===== config.mk =====
export PLATFORM = sky130hd
export DESIGN_NAME = port_pattern_match_irq
export DESIGN_NICKNAME = d
export VERILOG_FILES = /design/src/common/port_match_pkg.sv /design/src/rtl/port_pattern_match_irq.sv
export SDC_FILE = /design/constraint.sdc
export NUM_CORES = 1
export LEC_CHECK = 0
export ABC_AREA = 1
export BUFFER_PORTS_ARGS = -buffer_cell sky130_fd_sc_hd__buf_4
export CAP_MARGIN = 20
export CORE_UTILIZATION = 43
export DETAILED_ROUTE_END_ITERATION = 6
export GPL_TIMING_DRIVEN = 0
export PLACE_DENSITY = 0.75
export SYNTH_ARGS = -nofsm -noshare
export SYNTH_HDL_FRONTEND = slang
export SYNTH_SLANG_ARGS = --single-unit

===== constraint.sdc =====
create_clock -name clock -period 1.3 [get_ports clock]
set_clock_uncertainty 0.15 [all_clocks]
set_input_delay 0.13 -clock clock [delete_from_list [all_inputs] [get_ports clock]]
set_output_delay 0.13 -clock clock [all_outputs]
set_load 0.03 [all_outputs]

===== src/common/port_match_pkg.sv =====
package port_match_pkg;

    // Register byte addresses on the APB.
    localparam logic [7:0] addr_control = 8'h00;
    localparam logic [7:0] addr_mask    = 8'h04;
    localparam logic [7:0] addr_pattern = 8'h08;
    localparam logic [7:0] addr_status  = 8'h0C;
    localparam logic [7:0] addr_irq_en  = 8'h10;
    localparam logic [7:0] addr_port    = 8'h14;

    // Control register fields.
    localparam int ctrl_flag_bit   = 0;
    localparam int ctrl_sense_bit  = 1;
    localparam int ctrl_active_bit = 2;
    localparam int ctrl_ie_bit     = 3;

    // Interrupt status bits.
    localparam int stat_match_bit = 0;
    localparam int stat_wake_bit  = 1;

    // Reset values.
    localparam logic [7:0] mask_reset    = 8'h00;
    localparam logic [7:0] pattern_reset = 8'hFF;

    // Persistence: the pattern must hold longer than six core clocks.
    localparam int          hold_clocks = 6;
    localparam logic [3:0]  hold_count  = 4'(hold_clocks + 1);

endpackage


===== src/rtl/port_pattern_match_irq.sv =====
// The APB interface to the registers and the placing of the registers were chosen for this implementation.
`timescale 1ns/1ns
module port_pattern_match_irq
(
    // Clock and reset
    input  wire logic        clock,
    input  wire logic        reset,
    // APB slave
    input  wire logic        psel,
    input  wire logic        penable,
    input  wire logic        pwrite,
    input  wire logic [7:0]  paddr,
    input  wire logic [31:0] pwdata,
    output logic      [31:0] prdata,
    output logic             pready,
    output logic             pslverr,
    // Port pins
    input  wire logic [7:0]  port_in,
    // Core side
    input  wire logic        low_power,
    output logic             port_match_interrupt,
    output logic             wake_request
);

    ////////////////////////////////////////////////////////////////////////////
    // Configuration and event state.
    logic [7:0]  pin_match_mask_reg;
    logic [7:0]  match_pattern_reg;
    logic        pattern_match_flag_reg;
    logic        compare_sense_select_reg;
    logic        active_reg;
    logic        match_ie_reg;
    logic [1:0]  status_reg;
    logic [1:0]  status_next;
    logic [1:0]  status_mask_reg;
    logic [3:0]  hold_reg;
    logic [3:0]  hold_next;
    // Decoded bus and match terms.
    logic        condition;
    logic        qualified;
    logic        write_access;
    logic        read_access;
    logic        setup_phase;
    logic        control_write;
    logic        flag_clear;
    logic [1:0]  status_set;
    logic [1:0]  status_clear;
    logic        irq_next;
    logic        wake_next;
    logic [31:0] read_word;

    ////////////////////////////////////////////////////////////////////////////
    // Registers decode on the word index, so the two low address bits are ignored.
    function automatic logic is_addr(input logic [7:0] a, input logic [7:0] b);
        is_addr = (a[7:2] == b[7:2]);
    endfunction

    // Every word past the last register is refused with an error response.
    function automatic logic is_unmapped(input logic [7:0] a);
        is_unmapped = (a[7:2] > port_match_pkg::addr_port[7:2]);
    endfunction

    // Pins that take part and differ from the pattern; unmasked pins never count.
    function automatic logic [7:0] differing_pins(input logic [7:0] pins,
                                                  input logic [7:0] pattern,
                                                  input logic [7:0] mask);
        differing_pins = (pins ^ pattern) & mask;
    endfunction

    ////////////////////////////////////////////////////////////////////////////
    assign setup_phase   = psel && !penable;
    assign write_access  = psel && penable && pwrite;
    assign read_access   = setup_phase && !pwrite;
    assign control_write = write_access && is_addr(paddr, port_match_pkg::addr_control);
    assign flag_clear    = control_write && !pwdata[port_match_pkg::ctrl_flag_bit];

    ////////////////////////////////////////////////////////////////////////////
    always_comb
    begin
        logic [7:0] diff;
        diff = differing_pins(port_in, match_pattern_reg, pin_match_mask_reg);
        if (compare_sense_select_reg)
        begin
            condition = (diff != 8'h00);
        end
        else
        begin
            condition = (diff == 8'h00);
        end
    end

    // Counting from zero on every break filters short glitches on the pins.
    always_comb
    begin
        if (!active_reg || !condition)
        begin
            hold_next = 4'h0;
        end
        else if (hold_reg != port_match_pkg::hold_count)
        begin
            hold_next = hold_reg + 4'h1;
        end
        else
        begin
            hold_next = hold_reg;
        end
    end

    always_ff @(posedge clock)
    begin
        if (reset)
        begin
            hold_reg <= 4'h0;
        end
        else
        begin
            hold_reg <= hold_next;
        end
    end

    // The count saturates, so a steady match keeps qualifying every cycle.
    assign qualified = active_reg && (hold_reg == port_match_pkg::hold_count);

    ////////////////////////////////////////////////////////////////////////////
    always_ff @(posedge clock)
    begin
        if (reset)
        begin
            pin_match_mask_reg <= port_match_pkg::mask_reset;
        end
        else if (write_access && is_addr(paddr, port_match_pkg::addr_mask))
        begin
            pin_match_mask_reg <= pwdata[7:0];
        end
    end

    always_ff @(posedge clock)
    begin
        if (reset)
        begin
            match_pattern_reg <= port_match_pkg::pattern_reset;
        end
        else if (write_access && is_addr(paddr, port_match_pkg::addr_pattern))
        begin
            match_pattern_reg <= pwdata[7:0];
        end
    end

    always_ff @(posedge clock)
    begin
        if (reset)
        begin
            status_mask_reg <= 2'h0;
        end
        else if (write_access && is_addr(paddr, port_match_pkg::addr_irq_en))
        begin
            status_mask_reg <= pwdata[1:0];
        end
    end

    always_ff @(posedge clock)
    begin
        if (reset)
        begin
            compare_sense_select_reg <= 1'b0;
            active_reg               <= 1'b0;
            match_ie_reg             <= 1'b0;
        end
        else if (control_write)
        begin
            compare_sense_select_reg <= pwdata[port_match_pkg::ctrl_sense_bit];
            active_reg               <= pwdata[port_match_pkg::ctrl_active_bit];
            match_ie_reg             <= pwdata[port_match_pkg::ctrl_ie_bit];
        end
    end

    ////////////////////////////////////////////////////////////////////////////
    // Hardware set wins over a software clear in the same cycle.
    always_ff @(posedge clock)
    begin
        if (reset)
        begin
            pattern_match_flag_reg <= 1'b0;
        end
        else if (qualified)
        begin
            pattern_match_flag_reg <= 1'b1;
        end
        else if (flag_clear)
        begin
            pattern_match_flag_reg <= 1'b0;
        end
    end

    ////////////////////////////////////////////////////////////////////////////
    // Sticky status: match event and wake event, cleared by writing one.
    always_comb
    begin
        status_set                                 = 2'h0;
        status_set[port_match_pkg::stat_match_bit] = qualified;
        status_set[port_match_pkg::stat_wake_bit]  = qualified && low_power;
    end

    always_comb
    begin
        status_clear = 2'h0;
        if (write_access && is_addr(paddr, port_match_pkg::addr_status))
        begin
            status_clear = pwdata[1:0];
        end
    end

    // Setting last lets a new event survive a clear in the same cycle.
    assign status_next = (status_reg & ~status_clear) | status_set;

    always_ff @(posedge clock)
    begin
        if (reset)
        begin
            status_reg <= 2'h0;
        end
        else
        begin
            status_reg <= status_next;
        end
    end

    ////////////////////////////////////////////////////////////////////////////
    // Both requests leave flip-flops, so the core never sees a decode glitch.
    assign irq_next  = (match_ie_reg && pattern_match_flag_reg)
                       || ((status_reg & status_mask_reg) != 2'h0);
    assign wake_next = low_power && match_ie_reg
                       && (pattern_match_flag_reg || qualified);

    always_ff @(posedge clock)
    begin
        if (reset)
        begin
            port_match_interrupt <= 1'b0;
        end
        else
        begin
            port_match_interrupt <= irq_next;
        end
    end

    always_ff @(posedge clock)
    begin
        if (reset)
        begin
            wake_request <= 1'b0;
        end
        else
        begin
            wake_request <= wake_next;
        end
    end

    ////////////////////////////////////////////////////////////////////////////
    // Read data is captured in the setup cycle so the access phase completes at once.
    always_comb
    begin
        read_word = 32'h0000_0000;
        unique case (paddr[7:2])
            port_match_pkg::addr_control[7:2]:
            begin
                read_word[port_match_pkg::ctrl_flag_bit]   = pattern_match_flag_reg;
                read_word[port_match_pkg::ctrl_sense_bit]  = compare_sense_select_reg;
                read_word[port_match_pkg::ctrl_active_bit] = active_reg;
                read_word[port_match_pkg::ctrl_ie_bit]     = match_ie_reg;
            end
            port_match_pkg::addr_mask[7:2]:    read_word[7:0] = pin_match_mask_reg;
            port_match_pkg::addr_pattern[7:2]: read_word[7:0] = match_pattern_reg;
            port_match_pkg::addr_status[7:2]:  read_word[1:0] = status_reg;
            port_match_pkg::addr_irq_en[7:2]:  read_word[1:0] = status_mask_reg;
            port_match_pkg::addr_port[7:2]:    read_word[7:0] = port_in;
            default:
            begin
                read_word = 32'h0000_0000;
            end
        endcase
    end

    always_ff @(posedge clock)
    begin
        if (reset)
        begin
            pready  <= 1'b0;
            pslverr <= 1'b0;
        end
        else
        begin
            pready  <= setup_phase;
            pslverr <= setup_phase && is_unmapped(paddr);
        end
    end

    always_ff @(posedge clock)
    begin
        if (reset)
        begin
            prdata <= 32'h0000_0000;
        end
        else if (read_access)
        begin
            prdata <= read_word;
        end
    end

endmodule


==> After elaboration in Yosys (flattened, before gate mapping) <==
Cells that the tools add are included.
Widths: inputs -> output; s select.
{ "word_totals": {"register_bits": 40, "in_bits": 54, "wordCells": 66} }
{ "classes": {"n_addsub": 1, "magnitude_cmp": 1, "n_eq_ne": 7, "n_mux": 7, "n_bitwise": 6, "reduce_logical": 30} }
{ "ops": {"columns": ["op", "count"], "rows": [
  ["$logic_and 1x1->1", 16],
  ["$eq 6x2->1 const B", 2],
  ["$eq 6x3->1 const B", 2],
  ["$pmux 2 s6", 1],
  ["$pmux 4 s3", 1],
  ["$and 8x8->8", 1],
  ["$logic_not 8->1", 1],
  ["$pmux 2 s4", 1],
  ["$reduce_bool 8->1", 1],
  ["$xor 8x8->8", 1],
  ["$eq 6x1->1 const B", 1],
  ["$gt 6x3->1 const B", 1],
  ["$logic_not 6->1", 1],
  ["$logic_not 1->1", 5],
  ["$add 4x1->4 const B", 1],
  ["$and 2x2->2", 2],
  ["$eq 4x3->1 const B", 1],
  ["$ne 4x3->1 const B", 1],
  ["$reduce_bool 2->1", 2],
  ["$logic_or 1x1->1", 3],
  ["$mux 1", 3],
  ["$mux 2", 1],
  ["$not 2->2", 1],
  ["$or 2x2->2", 1],
  ["$reduce_or 2->1", 1]
]} }

==> Depth between registers and ports, before layout <==
{ "logic_depth": {"depth_word": 7, "ltp_mapped": 9} }

==> Worst setup path after synthesis <==
OpenSTA, ideal clock, no wires.
{ "synth_path": {"kind": "reg2reg", "startpoint": "register hold_reg[0]", "endpoint": "register hold_reg[1]", "t_arrival_ns": 1.089, "setup_slack_ns": -0.055, "path_stages_with_launch": 6, "path_cell_list": "dfxtp_1 -> ha_1 -> nand3b_1 -> mux2_2 -> inv_1 -> nor2_1"} }
{ "synth_via": {"elab_chain_cells": 1} }
{ "synth_rtl": {"columns": ["element", "line", "text"], "rows": [
  ["start, declared", "port_pattern_match_irq.sv:36", "logic [3:0] hold_reg;"],
  ["start signal, assigned", "port_pattern_match_irq.sv:117", "hold_reg <= hold_next;"],
  ["$add 4x1->4 or $ne 4x3->1 (tied branches)", "port_pattern_match_irq.sv:101, port_pattern_match_irq.sv:99", null]
]} }
Parallel ways exist; a longest one is shown, timed or not.
A chain may end at the register's enable or synchronous reset.

==> Final worst setup path <==
{ "layout_path": {"startpoint": "register hold_reg[1]", "endpoint": "register pattern_match_flag_reg"} }
{ "layout_via": {"elab_chain_cells": 3} }
{ "layout_rtl": {"columns": ["element", "line", "text"], "rows": [
  ["$eq 4x3->1 (*)", "port_pattern_match_irq.sv:122", "assign qualified = active_reg && (hold_reg == port_match_pkg::hold_count);"],
  ["$logic_and 1x1->1 (*)", "port_pattern_match_irq.sv:122", null],
  ["$mux 1 or $reduce_bool 2->1 (tied branches)", null, null],
  ["end signal, assigned", "port_pattern_match_irq.sv:183", "pattern_match_flag_reg <= 1'b0;"],
  ["end signal, assigned", "port_pattern_match_irq.sv:187", "pattern_match_flag_reg <= 1'b1;"],
  ["end signal, assigned", "port_pattern_match_irq.sv:191", "pattern_match_flag_reg <= 1'b0;"],
  ["end, declared", "port_pattern_match_irq.sv:29", "logic pattern_match_flag_reg;"]
]} }
Every way passes the cells marked *; elsewhere a longest branch is shown, timed or not.

==> metrics <==
core area 4786 µm²; xor-xnor portion of the synthesized cell area 0.008046; Pleak 1.393 nW; max-cap violation count 0; root cell of the clock tree clkbuf_8; startpoint types flop; average wire per standard cell 11.77 µm; die outline width approximately 73 µm; FF+latch count, synth 40; maximum VDD drop around 0.83 mV; Post-Synth Adder-Cell Area 0.005747; RR Startpoint hold_reg[1]$_SDFFE_PP0P_; routed vias/inst roughly 4.6; relative slew slack 0.6455; Synth Area in Simple Gates 0.3109; Syn Inst Count 309; Synth top area share 0.3678; dpl cells 438; gpl congestion just under 0.9; TritonCTS clock tree yes; vias in the first global route roughly 2000; pre-CTS WS -0.1500 ns; R2R depth 5; post-synth cell types 29; Final WS setup -0.06351 ns; Area growth syn-to-layout 39.08%; Final ANT Viol Nets 0; Mapped Avg Cell Area between 7 and 8 µm²; Die Y approximately 73 µm; HPWL after DPL 3870 µm; diode count 0; largest family of logic cells by synthesized area simple AND/OR/NAND/NOR gates; synth warn 0; Post-synth ARST share 0; unrepaired setup endpoints after global routing yes; worst min-delay path class in2reg; FF-to-FF End pattern_match_flag_reg$_SDFFE_PP0P_; Netlist Area Pre-Place approximately 2200 µm²; gr usage total 0.2161; routed wire length 5473 µm; first-pass GRT wire length roughly 8700 µm; failing checks negative setup slack; period utilization 1.049; Setup crit start hold_reg[1]$_SDFFE_PP0P_; I/O Pins 90; compound-gate portion of the synthesized area 0.1420; clock insertion delay at the later pin of the skew report about 0.29 ns; clock sink count 40; total congestion overflow 0; Layout Utilization 0.6327; H-Tree Depth 2; Post-synth EDFFs 0; drt drc 0; row cnt 25; top-count cell post-synth nand2_1; area leader, netlist dfxtp_1; Worst Tran Pin Value 0.5318 ns; pwr/cell area ~890 nW/µm²; Final Hold Fails 0; FILL cells about 430; kind of critical path reg2reg; CP max FO 4; required time worst endpoint between 1 and 1.5 ns; Synth top cells by count nand2_1, dfxtp_1, nor2_1, inv_1, buf_4; initial core utilization 0.4549; setup_tns -0.1665 ns; layout cell share with drive strength beyond 1 0.3492; status finished, violations left; # setup viols final 4; largest net degree at the start of global routing 14; r2r setup slk -0.06 ns; Port Buffers 39; mux contribution to synthesized area 0.005172; sequential share of the synthesized area 0.3678; DR vias approximately 2200; Post-Layout Cell Count 465; crit path to pattern_match_flag_reg$_SDFFE_PP0P_; initial antenna violation count 0; top post-synthesis cells by area dfxtp_1, nand2_1, buf_4; Final Max Tran Viols 0; maximum clock path buffer count 2; Initial DRC Count about 160; nets approximately 450; crit path time final 1.364 ns; Synth Flop Type dfxtp_1; CP endpoint kind flop; max frequency between 700 and 800 MHz; WP data arrival 1.43 ns; CTS buffer count 5; die area 5352 µm²; CTS clk-pin slew, worst paths 0.08 ns; TritonRoute pass-1 iters 4
cell type report:
class	count	area, µm²	share of cell area
inverter	38	142.6	0.04711
tap	67	83.83	0.02769
timing repair buffer	58	460.4	0.1521
sequential	40	812.0	0.2682
clock buffer	6	82.58	0.02727
multi-input combinational	226	1205	0.3979
clock inverter	2	38.79	0.01281
buffer	28	202.7	0.06694
cell families (layout without fill, tap and decap cells):
kind of cell	count (synthesis)	in the layout
buffers and inverters	66	132
and+or+nand+nor	143	143
other	1	24
DFF	40	40
AOI/OAI and AO/OA	55	55
muxes	1	1
adders and majority gates	1	1
xor gates and xnor gates	2	2
metrics by stage:
stage               hold WS, ns  area [µm²]  total power [W]
floorplan                0.1061        2282         0.001508
CTS                   -0.001090        2912         0.002701
detailed placement       0.2166        2659         0.001627
global placement         0.2064        2659         0.001625
global route            0.01336        3028         0.002791
finish                  0.01385        3028         0.002689
where the power goes:
group / leakage [nW] / internal (W) / total, W / switching, W
Combinational: 1.01 / 0.000159 / 0.000398 / 0.000239
Clock: 0.0614 / 0.000628 / 0.00106 / 0.000430
Sequential: 0.322 / 0.00123 / 0.00123 / 0.00000337
Total: 1.39 / 0.00202 / 0.00269 / 0.000673
layout by cell type (no fill, tap or decap), types with 2 or more instances in the layout:
master,n
nand2_1,62
dlygate4sd3_1,10
conb_1,24
nor4_1,2
dfxtp_2,6
dfxtp_1,33
o21ai_1,2
o21ai_0,18
nor2_2,5
nand2_2,10
inv_2,13
nor2_4,7
o211ai_1,12
o22ai_1,2
clkbuf_8,6
nor2_1,35
buf_4,72
nand3_2,9
nor3_2,2
inv_1,25
a21oi_1,19
nand3_1,8
clkbuf_1,3
worst max-delay path: stages (launching register included):
cell      delay, ns
dfxtp_4        0.37
ha_4           0.13
nand3b_1       0.18
nor2_2         0.20
o21ai_2        0.09
a31oi_1        0.17
what timing repair did:
action	4_1_cts	5_1_grt
setup endpoints to repair	8	8
setup buffers	2	7
hold buffers	10	0
hold endpoints to repair	18	0
pin swaps	3	10
gates resized for setup	7	29
worst min-delay path by stage:
stage	start	slack [ns]	end	cells past startpoint
floorplan	low_power	0.11	wake_request$_SDFF_PP0_	2
global placement	pwdata[4]	0.21	match_pattern_reg[4]$_SDFFE_PP1P_	3
detailed placement	pwdata[6]	0.22	match_pattern_reg[6]$_SDFFE_PP1P_	3
CTS	reset	-0.001	hold_reg[0]$_SDFFE_PP0P_	4
global route	reset	0.01	hold_reg[0]$_SDFFE_PP0P_	4
finish	reset	0.01	hold_reg[0]$_SDFFE_PP0P_	4
routing by layer:
layer / GRT usage / up-vias / share of wire
met2: 0.3786 / 65 / 0.50
met1: 0.2391 / 954 / 0.41
met3: 0.05110 / 15 / 0.052
met5: 0 / - / 0
met4: 0.1198 / 0 / 0.038
li1: - / 1120 / -
(Power assumes the default switching activity.)
